`src/rtl/lhd_pkg.sv`:
```
// ****************************************************************
// shared constants and types
// ****************************************************************
package lhd_pkg;
    localparam int ADDR_W = 6;
    localparam int DATA_W = 8;
    localparam logic [5:0] REG_LINE_POWER = 6'h00;
    localparam logic [5:0] REG_INT_ENABLE = 6'h01;
    localparam logic [5:0] REG_EVENTS = 6'h02;
    localparam logic [5:0] REG_ALARMS = 6'h03;
    localparam logic [5:0] REG_TX_CTRL = 6'h04;
    localparam logic [5:0] REG_RX_CTRL = 6'h05;
    localparam logic [5:0] REG_BLOCK_CTRL = 6'h06;
    localparam logic [5:0] REG_DEJITTER = 6'h07;
    localparam logic [7:0] MASK_LINE_POWER = 8'h11;
    localparam logic [7:0] MASK_INT_ENABLE = 8'h3F;
    localparam logic [7:0] MASK_TX_CTRL = 8'h17;
    localparam logic [7:0] MASK_RX_CTRL = 8'h1F;
    localparam logic [7:0] MASK_BLOCK_CTRL = 8'h3F;
    localparam logic [7:0] MASK_DEJITTER = 8'h0F;
    localparam logic [7:0] RESET_VALUE = 8'h00;
    localparam int LP_TX_ON = 0;
    localparam int LP_RX_ON = 4;
    localparam int EV_DRIVER = 0;
    localparam int EV_SIG_LOSS = 1;
    localparam int EV_LOCK_LOSS = 2;
    localparam int EV_FIFO = 3;
    localparam int EV_PATTERN = 4;
    localparam int EV_COUNT_SAT = 5;
    localparam int TX_CLK_INV = 1;
    localparam int RX_MON = 1;
    localparam int RX_MUTE = 2;
    localparam int RX_CLK_INV = 3;
    localparam int DJ_SIZE_LO = 0;
    localparam int DJ_PATH = 1;
    localparam int DJ_SIZE_HI = 2;
    localparam int DJ_PTR_RST = 3;
    localparam int FIFO_AW = 5;
    localparam logic [5:0] FIFO_SMALL = 6'h10;
    localparam logic [5:0] FIFO_LARGE = 6'h20;
    localparam logic [5:0] FIFO_MARGIN = 6'h02;
    localparam int REF_CLK_NS = 100;
    localparam int DEJ_PERIOD_NS = 800;
    localparam logic [3:0] DEJ_DIV = 4'(DEJ_PERIOD_NS / REF_CLK_NS);
    localparam logic [4:0] HEADER_LAST = 5'h07;
    localparam logic [4:0] FRAME_LAST = 5'h0F;
    localparam logic [4:0] FRAME_DONE = 5'h10;
    typedef struct packed {
        logic write;
        logic [5:0] addr;
        logic [7:0] data;
    } lhd_access_t;
endpackage

```
`src/rtl/lhd_fifo_mem.sv`:
```
`timescale 1ns/10ps
// ****************************************************************
// dejitter storage, registered read
// ****************************************************************
module lhd_fifo_mem (
    input wire logic ref_clk,
    input wire logic writeEn,
    input wire logic [lhd_pkg::FIFO_AW-1:0] writeAddr,
    input wire logic writeBit,
    input wire logic readEn,
    input wire logic [lhd_pkg::FIFO_AW-1:0] readAddr,
    output logic readBit
);
    logic [(1 << lhd_pkg::FIFO_AW)-1:0] store;

    // no reset: contents are only read after a write fills them
    always_ff @(posedge ref_clk) begin
        if (writeEn) begin
            store[writeAddr] <= writeBit;
        end
        if (readEn) begin
            readBit <= store[readAddr];
        end
    end
endmodule

```
`src/rtl/lhd_host_regs.sv`:
```
`timescale 1ns/10ps
// Operation
// - host registers only while mode pin high
// - port: shift clock, in, out, select, interrupt
// - interrupt pin low reports alarms
// - host mode ignores hardware configuration pins except the transmit pin
// - five shared pins change function by mode
// - transmit pin gates drivers when bit set
// - dejitter timing from reference clock only
// - path select puts fifo in rx/tx
// - size selects pick 16, 32 or off
// - write on path clock, read dejittered
// - margin alarm within two bits of limits
// - reading margin alarm resets fifo and bit
// - dejitter register bit positions
// - event register clears on read, fixed fields
// - enables gate events; fifo enable needs dejitter
// - status change sets event, read clears
module lhd_host_regs (
    input wire logic ref_clk,
    input wire logic rst_n,
    input wire logic hostHardwareSelect,
    input wire logic deviceSelect_n,
    input wire logic shiftClock,
    input wire logic serialInLine,
    input wire logic serialOutLineIn,
    output logic serialOutLineOut,
    output logic serialOutLineOe,
    input wire logic interruptLineIn,
    output logic interruptLineOut,
    output logic interruptLineOe,
    input wire logic transmitDriverOnPin,
    input wire logic dejitterPathPin,
    input wire logic fifoSizeSelLoPin,
    input wire logic fifoSizeSelHiPin,
    input wire logic driverMonitorFault,
    input wire logic receiveSignalLoss,
    input wire logic receiveLockLoss,
    input wire logic analogSignalLoss,
    input wire logic patternLockLoss,
    input wire logic patternErrorPulse,
    input wire logic countSaturatedPulse,
    input wire logic transmitLineClock,
    input wire logic transmitLineData,
    input wire logic recoveredLineClock,
    input wire logic recoveredLineData,
    output logic transmitDriverOn,
    output logic receiverPowerOn,
    output logic receiveClockInvert,
    output logic transmitClockInvert,
    output logic monitorGainMode,
    output logic lossDataMute,
    output logic dejitterPathSelect,
    output logic dejitteredClock,
    output logic dejitteredData,
    output logic [7:0] transmitControl,
    output logic [7:0] blockControl
);
    // ****************************************************************
    // pin synchronisers
    // ****************************************************************
    localparam int NSYNC = 19;
    logic [NSYNC-1:0] syncA;
    logic [NSYNC-1:0] syncB;
    wire [NSYNC-1:0] pinsRaw = {hostHardwareSelect, deviceSelect_n, shiftClock, serialInLine,
        serialOutLineIn, interruptLineIn, transmitDriverOnPin, dejitterPathPin, fifoSizeSelLoPin,
        fifoSizeSelHiPin, driverMonitorFault, receiveSignalLoss, receiveLockLoss, analogSignalLoss,
        patternLockLoss, transmitLineClock, transmitLineData, recoveredLineClock, recoveredLineData};

    genvar gi;
    generate
        for (gi = 0; gi < NSYNC; gi++) begin : g_sync
            always_ff @(posedge ref_clk or negedge rst_n) begin
                if (!rst_n) begin
                    syncA[gi] <= 1'b0;
                    syncB[gi] <= 1'b0;
                end else begin
                    syncA[gi] <= pinsRaw[gi];
                    syncB[gi] <= syncA[gi];
                end
            end
        end
    endgenerate

    wire hostMode, selN, sclk, serial_in_line, sdoPin, intPin, txOnPin, pathPin, loPin, hiPin;
    wire driver_monitor_fault, receive_signal_loss, receive_lock_loss, alos, plos, transmit_line_clock, txData, recovered_line_clock, rxData;
    assign {hostMode, selN, sclk, serial_in_line, sdoPin, intPin, txOnPin, pathPin, loPin, hiPin,
        driver_monitor_fault, receive_signal_loss, receive_lock_loss, alos, plos, transmit_line_clock, txData, recovered_line_clock, rxData} = syncB;

    // ****************************************************************
    // register bank
    // ****************************************************************
    logic [7:0] linePower, intEnable, events, receiveControl, dejitterCtrl;
    logic flAlarm;
    lhd_pkg::lhd_access_t access;
    logic accessValid, readRequest, portOut, portDrive;
    wire [7:0] readData;

    lhd_serial_port u_port (
        .ref_clk(ref_clk),
        .rst_n(rst_n),
        .enable(hostMode && !selN),
        .shiftClock(sclk),
        .serialIn(serial_in_line),
        .readData(readData),
        .access(access),
        .accessValid(accessValid),
        .readRequest(readRequest),
        .serialOut(portOut),
        .serialDrive(portDrive)
    );

    function automatic logic hit(input lhd_pkg::lhd_access_t a, input logic [5:0] offset);
        hit = a.addr == offset;
    endfunction

    wire writeStrobe = accessValid && access.write;
    wire eventRead = readRequest && hit(access, lhd_pkg::REG_EVENTS);
    wire alarmRead = readRequest && hit(access, lhd_pkg::REG_ALARMS);
    wire [7:0] alarmStatus = {2'b00, plos, alos, flAlarm, receive_lock_loss, receive_signal_loss, driver_monitor_fault};
    assign readData = hit(access, lhd_pkg::REG_LINE_POWER) ? linePower :
        hit(access, lhd_pkg::REG_INT_ENABLE) ? intEnable :
        hit(access, lhd_pkg::REG_EVENTS) ? events :
        hit(access, lhd_pkg::REG_ALARMS) ? alarmStatus :
        hit(access, lhd_pkg::REG_TX_CTRL) ? transmitControl :
        hit(access, lhd_pkg::REG_RX_CTRL) ? receiveControl :
        hit(access, lhd_pkg::REG_BLOCK_CTRL) ? blockControl :
        hit(access, lhd_pkg::REG_DEJITTER) ? dejitterCtrl : 8'h00;

    always_ff @(posedge ref_clk or negedge rst_n) begin
        if (!rst_n) begin
            linePower <= lhd_pkg::RESET_VALUE;
            intEnable <= lhd_pkg::RESET_VALUE;
            transmitControl <= lhd_pkg::RESET_VALUE;
            receiveControl <= lhd_pkg::RESET_VALUE;
            blockControl <= lhd_pkg::RESET_VALUE;
            dejitterCtrl <= lhd_pkg::RESET_VALUE;
        end else if (writeStrobe) begin
            if (hit(access, lhd_pkg::REG_LINE_POWER)) linePower <= access.data & lhd_pkg::MASK_LINE_POWER;
            if (hit(access, lhd_pkg::REG_INT_ENABLE)) intEnable <= access.data & lhd_pkg::MASK_INT_ENABLE;
            if (hit(access, lhd_pkg::REG_TX_CTRL)) transmitControl <= access.data & lhd_pkg::MASK_TX_CTRL;
            if (hit(access, lhd_pkg::REG_RX_CTRL)) receiveControl <= access.data & lhd_pkg::MASK_RX_CTRL;
            if (hit(access, lhd_pkg::REG_BLOCK_CTRL)) blockControl <= access.data & lhd_pkg::MASK_BLOCK_CTRL;
            if (hit(access, lhd_pkg::REG_DEJITTER)) dejitterCtrl <= access.data & lhd_pkg::MASK_DEJITTER;
        end
    end

    // ****************************************************************
    // mode-dependent configuration
    // ****************************************************************
    // hardware-mode pins other than the transmit pin are simply not looked at in host mode
    wire [1:0] sizeSel = hostMode ? {dejitterCtrl[lhd_pkg::DJ_SIZE_HI], dejitterCtrl[lhd_pkg::DJ_SIZE_LO]}
        : {hiPin, loPin};
    wire pathTx = hostMode ? dejitterCtrl[lhd_pkg::DJ_PATH] : pathPin;
    wire next_transmit_driver_on = hostMode ? (linePower[lhd_pkg::LP_TX_ON] & txOnPin) : txOnPin;
    wire next_receiver_power_on = hostMode ? linePower[lhd_pkg::LP_RX_ON] : serial_in_line;
    wire next_rxInv = hostMode ? receiveControl[lhd_pkg::RX_CLK_INV] : selN;
    wire next_txInv = hostMode ? transmitControl[lhd_pkg::TX_CLK_INV] : sclk;
    wire next_mon = hostMode ? receiveControl[lhd_pkg::RX_MON] : sdoPin;
    wire next_mute = hostMode ? receiveControl[lhd_pkg::RX_MUTE] : intPin;

    function automatic logic [5:0] fifoDepth(input logic [1:0] sel);
        case (sel)
            2'b00: fifoDepth = 6'h00;
            2'b01: fifoDepth = lhd_pkg::FIFO_SMALL;
            default: fifoDepth = lhd_pkg::FIFO_LARGE;
        endcase
    endfunction

    wire [5:0] depth = fifoDepth(sizeSel);
    wire dejOff = depth == 6'h00;

    always_ff @(posedge ref_clk or negedge rst_n) begin
        if (!rst_n) begin
            transmitDriverOn <= 1'b0;
            receiverPowerOn <= 1'b0;
            receiveClockInvert <= 1'b0;
            transmitClockInvert <= 1'b0;
            monitorGainMode <= 1'b0;
            lossDataMute <= 1'b0;
            dejitterPathSelect <= 1'b0;
        end else begin
            transmitDriverOn <= next_transmit_driver_on;
            receiverPowerOn <= next_receiver_power_on;
            receiveClockInvert <= next_rxInv;
            transmitClockInvert <= next_txInv;
            monitorGainMode <= next_mon;
            lossDataMute <= next_mute;
            dejitterPathSelect <= pathTx;
        end
    end

    // ****************************************************************
    // dejitter fifo
    // ****************************************************************
    logic [lhd_pkg::FIFO_AW-1:0] wrPtr, rdPtr;
    logic [5:0] fill;
    logic [3:0] divCount;
    logic centred, pathClkPrev, readPending, memBit;
    logic [1:0] sizePrev;
    wire pathClk = pathTx ? transmit_line_clock : recovered_line_clock;
    wire pathData = pathTx ? txData : rxData;
    // a size change restarts the fifo so the fill never sits beyond the new depth
    wire flush = dejOff || (hostMode && dejitterCtrl[lhd_pkg::DJ_PTR_RST]) || alarmRead
        || sizeSel != sizePrev;
    wire divTick = divCount == lhd_pkg::DEJ_DIV - 4'h1;
    wire writeEn = pathClk && !pathClkPrev && !flush && fill < depth;
    wire readEn = divTick && centred && fill != 6'h00 && !flush;
    wire [5:0] next_fill = fill + {5'h00, writeEn} - {5'h00, readEn};
    wire [lhd_pkg::FIFO_AW-1:0] lastSlot = lhd_pkg::FIFO_AW'(depth - 6'h01);
    wire limit = centred && (fill >= depth - lhd_pkg::FIFO_MARGIN || fill <= lhd_pkg::FIFO_MARGIN);

    lhd_fifo_mem u_mem (
        .ref_clk(ref_clk),
        .writeEn(writeEn),
        .writeAddr(wrPtr),
        .writeBit(pathData),
        .readEn(readEn),
        .readAddr(rdPtr),
        .readBit(memBit)
    );

    // read pace comes from the reference divider, never from the line clock
    always_ff @(posedge ref_clk or negedge rst_n) begin
        if (!rst_n) begin
            divCount <= 4'h0;
        end else begin
            divCount <= divTick ? 4'h0 : divCount + 4'h1;
        end
    end

    always_ff @(posedge ref_clk or negedge rst_n) begin
        if (!rst_n) begin
            wrPtr <= '0;
            rdPtr <= '0;
            fill <= 6'h00;
            centred <= 1'b0;
            pathClkPrev <= 1'b0;
            sizePrev <= 2'b00;
        end else begin
            pathClkPrev <= pathClk;
            sizePrev <= sizeSel;
            if (flush) begin
                wrPtr <= '0;
                rdPtr <= '0;
                fill <= 6'h00;
                centred <= 1'b0;
            end else begin
                if (writeEn) wrPtr <= wrPtr == lastSlot ? '0 : wrPtr + 1'b1;
                if (readEn) rdPtr <= rdPtr == lastSlot ? '0 : rdPtr + 1'b1;
                fill <= next_fill;
                // reads wait until half full so jitter has room both ways
                if (fill >= depth >> 1) centred <= 1'b1;
            end
        end
    end

    // bypass when off; otherwise a half-duty clock beside each read bit
    always_ff @(posedge ref_clk or negedge rst_n) begin
        if (!rst_n) begin
            readPending <= 1'b0;
            dejitteredClock <= 1'b0;
            dejitteredData <= 1'b0;
        end else if (dejOff) begin
            readPending <= 1'b0;
            dejitteredClock <= pathClk;
            dejitteredData <= pathData;
        end else begin
            readPending <= readEn;
            if (readPending) dejitteredData <= memBit;
            if (readPending) dejitteredClock <= 1'b1;
            else if (divCount == lhd_pkg::DEJ_DIV >> 1) dejitteredClock <= 1'b0;
        end
    end

    // ****************************************************************
    // alarm, events and interrupt
    // ****************************************************************
    logic [3:0] statusPrev;
    logic intDrive;
    wire [3:0] statusNow = {flAlarm, receive_lock_loss, receive_signal_loss, driver_monitor_fault};
    wire [7:0] eventSet = {2'b00, countSaturatedPulse, patternErrorPulse, statusNow ^ statusPrev};
    wire [7:0] enMask = intEnable & ~({7'h00, dejOff} << lhd_pkg::EV_FIFO);
    wire intActive = |(events & enMask);

    // a set in the same cycle as the clearing read survives
    always_ff @(posedge ref_clk or negedge rst_n) begin
        if (!rst_n) begin
            flAlarm <= 1'b0;
            statusPrev <= 4'h0;
            events <= lhd_pkg::RESET_VALUE;
            intDrive <= 1'b0;
        end else begin
            flAlarm <= limit || (flAlarm && !alarmRead);
            statusPrev <= statusNow;
            events <= eventSet | (eventRead ? 8'h00 : events);
            intDrive <= hostMode && intActive;
        end
    end

    // both shared outputs only ever drive in host mode
    assign interruptLineOut = 1'b0;
    assign interruptLineOe = intDrive;
    assign serialOutLineOut = portOut;
    assign serialOutLineOe = hostMode && portDrive;
endmodule

```
`src/rtl/lhd_serial_port.sv`:
```
`timescale 1ns/10ps
// ****************************************************************
// serial host port: flag, address, eight data bits, lsb first
// ****************************************************************
module lhd_serial_port (
    input wire logic ref_clk,
    input wire logic rst_n,
    input wire logic enable,
    input wire logic shiftClock,
    input wire logic serialIn,
    input wire logic [7:0] readData,
    output lhd_pkg::lhd_access_t access,
    output logic accessValid,
    output logic readRequest,
    output logic serialOut,
    output logic serialDrive
);
    logic sclkPrev;
    logic [4:0] bitCount;
    logic [7:0] header;
    logic [7:0] dataShift;
    logic [7:0] outShift;
    wire rise = shiftClock & ~sclkPrev;
    wire fall = ~shiftClock & sclkPrev;
    wire inHeader = bitCount <= lhd_pkg::HEADER_LAST;
    wire [7:0] next_header = {serialIn, header[7:1]};
    wire [7:0] next_data = {serialIn, dataShift[7:1]};

    // header bit 0 high means read
    assign access = '{write: ~header[0], addr: header[6:1], data: dataShift};

    always_ff @(posedge ref_clk or negedge rst_n) begin
        if (!rst_n) begin
            sclkPrev <= 1'b0;
            bitCount <= 5'h00;
            header <= 8'h00;
            dataShift <= 8'h00;
            accessValid <= 1'b0;
            readRequest <= 1'b0;
        end else begin
            sclkPrev <= shiftClock;
            accessValid <= 1'b0;
            readRequest <= 1'b0;
            if (!enable) begin
                bitCount <= 5'h00;
            end else if (rise && bitCount != lhd_pkg::FRAME_DONE) begin
                bitCount <= bitCount + 5'h01;
                if (inHeader) begin
                    header <= next_header;
                end else begin
                    dataShift <= next_data;
                end
                readRequest <= bitCount == lhd_pkg::HEADER_LAST && next_header[0];
                accessValid <= bitCount == lhd_pkg::FRAME_LAST && !header[0];
            end
        end
    end

    // read data leaves on falling edges so the host samples on rising ones
    always_ff @(posedge ref_clk or negedge rst_n) begin
        if (!rst_n) begin
            outShift <= 8'h00;
            serialOut <= 1'b0;
            serialDrive <= 1'b0;
        end else if (!enable) begin
            serialDrive <= 1'b0;
        end else if (readRequest) begin
            outShift <= readData;
            serialDrive <= 1'b1;
        end else if (fall && serialDrive) begin
            serialOut <= outShift[0];
            outShift <= {1'b0, outShift[7:1]};
        end
    end
endmodule

```
`config.mk`:
```
export PLATFORM = sky130hd
export DESIGN_NAME = lhd_host_regs
export DESIGN_NICKNAME = d
export VERILOG_FILES = /design/src/rtl/lhd_pkg.sv /design/src/rtl/lhd_fifo_mem.sv /design/src/rtl/lhd_host_regs.sv /design/src/rtl/lhd_serial_port.sv
export SDC_FILE = /design/constraint.sdc
export NUM_CORES = 1
export LEC_CHECK = 0
export CAP_MARGIN = 20
export CORE_ASPECT_RATIO = 0.6
export CORE_UTILIZATION = 59
export CTS_BUF_LIST = sky130_fd_sc_hd__clkbuf_2
export CTS_CLUSTER_DIAMETER = 80
export DETAILED_ROUTE_END_ITERATION = 12
export DONT_BUFFER_PORTS = 1
export HOLD_SLACK_MARGIN = 0.02
export PLACE_DENSITY = 0.78
export SKIP_LAST_GASP = 1
export SYNTH_ARGS = -nofsm -noshare
export SYNTH_HDL_FRONTEND = slang
export SYNTH_SLANG_ARGS = --single-unit
```
`constraint.sdc`:
```
create_clock -name ref_clk -period 3.3 [get_ports ref_clk]
set_clock_uncertainty 0.1 [all_clocks]
set_input_delay 0.495 -clock ref_clk [delete_from_list [all_inputs] [get_ports ref_clk]]
set_output_delay 0.495 -clock ref_clk [all_outputs]
set_load 0.005 [all_outputs]
```
# Yosys cells after proc, flatten, opt, wreduce, memory -nomap -nowiden
# Index checks and enable logic that the tools add are counted.
# classes
addsub	8
magnitude_cmp	8
eq_ne	18
n_mux	51
n_bitwise	13
reduce_logical	51
# ops
operator	n
2-to-1 mux 8 bit	6
2-to-1 mux 5 bit	8
bitwise mux 32 bit	1
2-to-1 mux 6 bit	5
2-to-1 mux 1 bit	25
== test 6 x 3 -> 1 bit (second input constant)	4
logical AND 1 bit	20
adder 5 x 1 -> 5 bit (second input constant)	3
AND reduction 2 bit	7
== test 6 x 2 -> 1 bit (second input constant)	2
zero test 6 bit	2
< comparator 5 x 6 -> 1 bit (second input constant)	2
one-hot mux 6 bit (2 select lines)	1
== test 5 bit	2
nonzero test 2 bit	5
AND reduction 3 bit	3
bitwise AND 6 x 8 -> 8 bit	1
bitwise AND 8 bit	1
== test 4 x 3 -> 1 bit (second input constant)	2
2-to-1 mux 4 bit	2
inverter 4 -> 8 bit	1
bitwise OR 6 x 8 -> 8 bit	1
OR reduction 8 bit	1
adder 6 x 1 -> 6 bit	1
28 further kinds	43
# word_totals
reg_bits	180
input_bits	23
wordCells	225

# Longest topological paths before layout
# depth
depth_word	13
mapped_depth	16

# By module
# Synthesis repeated with hierarchy kept, for this count alone.
# unflattened
cells_unflattened	628
area_unflattened_um2	8008.9
# by_module_without_submodules
module	n_inst	cells_each	area_each_um2	seq_area_each_um2
lhd_host_regs	1	389	4906.0	2777.7
lhd_serial_port	1	119	1575.3	850.8
lhd_fifo_mem	1	120	1527.7	991.0

# Least setup slack after synthesis
# Ideal clock, no wire load.
# synth_timing
path_type	reg2reg
from	register syncB[18] (netlist: hostMode)
to	register fill[4]
setup_ps	118
arrival_ps	3158
required_time_ps	3082
setup_slack_ps	-77
stages_incl_launch_ff	16
path_buffers	2
cell_sequence	dfrtp_1 buf_2 mux2i_1 ha_1 a211oi_2 and2_1 buf_4 nand3_1 ha_1 inv_1 ha_1 fa_1 a21oi_1 o21ai_0 xor2_1 nor2_1
# synth_between
elab_chain_cells	13
word_cells_on_any_way	21
cone_classes	add/sub: 2; order compare: 1; eq/ne: 2; mux: 5; reduce/logical: 11
# synth_lines
element	line_no	text
start: declaration	lhd_host_regs.sv:64	logic [NSYNC-1:0] syncB;
start signal: indexed assignment	lhd_host_regs.sv:79	syncB[gi] <= syncA[gi];
branches (longest 12 deep; another with < comparator 6 bit)	-	
2-to-1 mux 6 bit *	lhd_host_regs.sv:243	if (flush) begin
end signal: assignment	lhd_host_regs.sv:251	fill <= next_fill;
end: declaration	lhd_host_regs.sv:197	logic [5:0] fill;
# Mark *: on every way between the ends.
# A chain may end at the register's enable or synchronous reset.

# Worst setup path in the final report
# Ends and elaborated chain as after synthesis.

==> flow_summary.ini <==
[outcome]
status = finished with violations
violations = negative hold slack

[logic_synthesis]
yosys_warnings = 0
synth_cells = 618
seq_area_frac_synth = 0.584
synth_top_family_by_area = simple AND/OR/NAND/NOR gates
avgSynthCellArea_um2 = 12.7
async_reset_ff_frac = 0.813
synth_edf_count = 33
synth-adder-area-share = 0.0489
synth_ff_type = dfrtp_1
synth_simple_gate_area_share = 0.126
synth_mux_area_frac = 0.114
ys_types = 73
ys_ff_latch = 176
syn_area_mm2 = 0.00783
synth-compound-area-share = 0.0758
synth_xor_area_frac = 0.0179

[critical_path]
reg2reg_from = hostMode
slowest_delay_ps = 510
crit_fanout = 5
rr_endpoint = fill[4]
endpoint = fill[4]
cpMaxStageDelayCell = dfrtp_2
rr_worst_depth = 13
crit_chain = mux2i_4 -> ha_1 -> a211oi_2 -> and2_1 -> nand3_1 -> ha_1 -> inv_1 -> ha_1 -> fa_2 -> a21oi_1 -> o21ai_0 -> xor2_1 -> nor2_1
path_class = flop to flop
critPathArrivalTime_ps = 3650
regToRegSetupSlack_ps = 260
startpoint_type = flop
critPathLaunch = hostMode
end_kind = flop
worstPathRequired_ps = 3920
crit_top_cell = ha_1

[power_and_ir_drop]
powerDensity_mw_per_mm2 = 442
vdd_drop_max_v = 0.000242
power.total_uw = 3760
p_leak_uw = 0.00371

[clock_tree]
clockBufferDepth = 2
cts_root_buffer = clkbuf_2
cts_tree = done
path_clk_slew_ps = 300
clk-insertion-delay-late_ps = 780
hold_buffers = 21
numCtsBuffers = 17
cts_sinks = 176
htreeDepth = 4

[sta]
period_needed_ps = 3040
tightest_slew_ps = 1030
rsz0062_at_grt = false
fmax_mhz = 329
maxSlewHeadroom = 0.307
setup_viol = 0
hold_violations = 143
fin_crit_sh = 0.920
drv_slew = 0
fin_tns_setup_ps = 0
whs_ps = -756

[layout]
multiInputGateArea_mm2 = 0.00303
diodes = 0
mostFrequentLayoutCell = dfrtp_1
final_cell_mix = dfrtp_1, nor2_1, mux2_2, edfxtp_1
area_growth_pct = 8.75
fillers = 923
final_layout_size_suffix_gt1_frac = 0.165
fin_nets = 705
ff_latch_area_mm2 = 0.00457

[floorplanning]
die_x_um = 151
dieArea_mm2 = 0.0137
rows = 32
die_h_um = 91.2
core_area_mm2 = 0.0129
start_util = 0.607
ios = 52

[route]
drt_iter0_drc = 485
num_vias = 4901
ant_nets = 0
viasPerCell = 5.87
drcViolationCount = 0
wire_per_inst_um = 18.9
wl_mm = 15.8
dr.pass1.iters = 5

[run]
cap_violations = 0

[grt]
grt.overflow.total = 0
antenna_found_initial = 1
grt_pass1_vias = 4722
grtUsageTotal = 0.252
grt_pass1_wl_mm = 25.5
grt_max_degree = 144

[place]
port_buffers = 0
dp_hpwl_mm = 11.1
place.gp.congestion = 0.943

[worst_hold_path]
hold_path_class = primary input to asynchronous set/reset pin
## critical path: cells and delay by family, from the launching register on
kind / cells / cell delay [ps]
AO/OA/AOI/OAI: 3 / 490
XOR/XNOR: 1 / 150
adder cells (fa/ha/maj): 4 / 1150
buffers and inverters: 1 / 40
flip-flops: 1 / 510
multiplexers: 1 / 210
AND/OR/NAND/NOR: 3 / 350
## sequential cells by signal, indices dropped and copies added, names as in the netlist, 5 cells and up
| name | count |
|---|---|
| u_mem.store | 32 |
| receiveControl | 5 |
| rdPtr | 5 |
| u_port.header | 8 |
| blockControl | 6 |
| events | 6 |
| fill | 6 |
| syncA | 19 |
| wrPtr | 5 |
| intEnable | 6 |
| u_port.dataShift | 8 |
| u_port.bitCount | 5 |
| u_port.outShift | 6 |
## cell usage after synthesis (3+ instances only)
cell       count  area share
nand3_1       16       0.010
and2_1         3      0.0024
o21ai_0       14      0.0090
nor3_1         4      0.0026
a211o_1        4      0.0045
nor2b_1        8      0.0064
xnor2_1        8      0.0090
nand2_1       29       0.014
nand4_2        4      0.0064
nor3b_1        5      0.0048
a22o_1         4      0.0045
nand3b_1       6      0.0058
buf_2          9      0.0058
a2111oi_0      5      0.0056
a31oi_1        3      0.0024
dfrtp_1      143        0.46
nand2b_1       7      0.0056
mux2i_1       21       0.027
buf_4         10      0.0096
a21oi_1       19       0.012
xor2_1         8      0.0090
inv_1         29       0.014
mux2_2        33       0.047
nand4_1        4      0.0032
mux2_1        17       0.024
a311oi_1       4      0.0045
a21o_1         3      0.0029
mux4_2         4       0.012
and3_1         9      0.0072
a211oi_1       3      0.0029
ha_1          29       0.046
nor2_1        66       0.032
edfxtp_1      33        0.13
clkbuf_1       7      0.0034
## repair_timing
item                       in CTS  in global routing
hold endpoints to repair      164                143
resized for setup               0                  2
setup endpoints to repair       0                  2
buffers inserted                0                  2
## cell type report
type / count / share of cell area
Sequential cell: 176 / 0.537
Multi-Input combinational cell: 392 / 0.357
Timing Repair Buffer: 35 / 0.0371
Tap cell: 170 / 0.0250
Clock inverter: 15 / 0.0210
Inverter: 30 / 0.0132
Clock buffer: 17 / 0.0100
## report_power, final
part | total (uW) | internal [uW] | switching [uW]
sequential | 2340 | 2280 | 54.2
combinational | 263 | 116 | 147
clock | 1160 | 272 | 886
## routing by layer
layer | up-vias | share of wire | global-route usage
met5 | - | 0 | 0
met2 | 217 | 0.41 | 0.325
met4 | 0 | 0.013 | 0.0617
met1 | 2406 | 0.48 | 0.405
li1 | 2254 | - | -
met3 | 24 | 0.10 | 0.0789
## per-stage QoR
step | worst slack, ps | hold WS [ps] | utilization | std cells | area [um2]
finish | 265 | -756 | 0.660 | 835 | 8510
global route | 6.07 | -843 | 0.660 | 835 | 8510
CTS | 162 | -796 | 0.659 | 833 | 8490
detailed placement | 232 | 101 | 0.622 | 780 | 8020
global placement | 256 | 102 | 0.622 | 780 | 8020
floorplan | 22.9 | 99.4 | - | 624 | 7870
## logic make-up after synthesis
| family | count (synthesis) |
|---|---|
| other | 1 |
| DFF | 176 |
| xor gates and xnor gates | 16 |
| buffers and inverters | 56 |
| muxes | 77 |
| and+or+nand+nor | 180 |
| adders and majority gates | 30 |
| AOI/OAI and AO/OA | 82 |
## how the worst min path moves through the flow
stage                           to  startpoint  cells past startpoint  slack (ps)
6_report       u_port.dataShift[5]       rst_n                      0        -760
4_1_cts        u_port.dataShift[5]       rst_n                      0        -800
3_3_place_gp             syncA[15]       rst_n                      0         100
2_1_floorplan                 alos       rst_n                      0         100
5_1_grt        u_port.dataShift[5]       rst_n                      0        -840
3_5_place_dp   u_port.dataShift[5]       rst_n                      0         100
No activity file was read; power rests on OpenSTA's default activity.
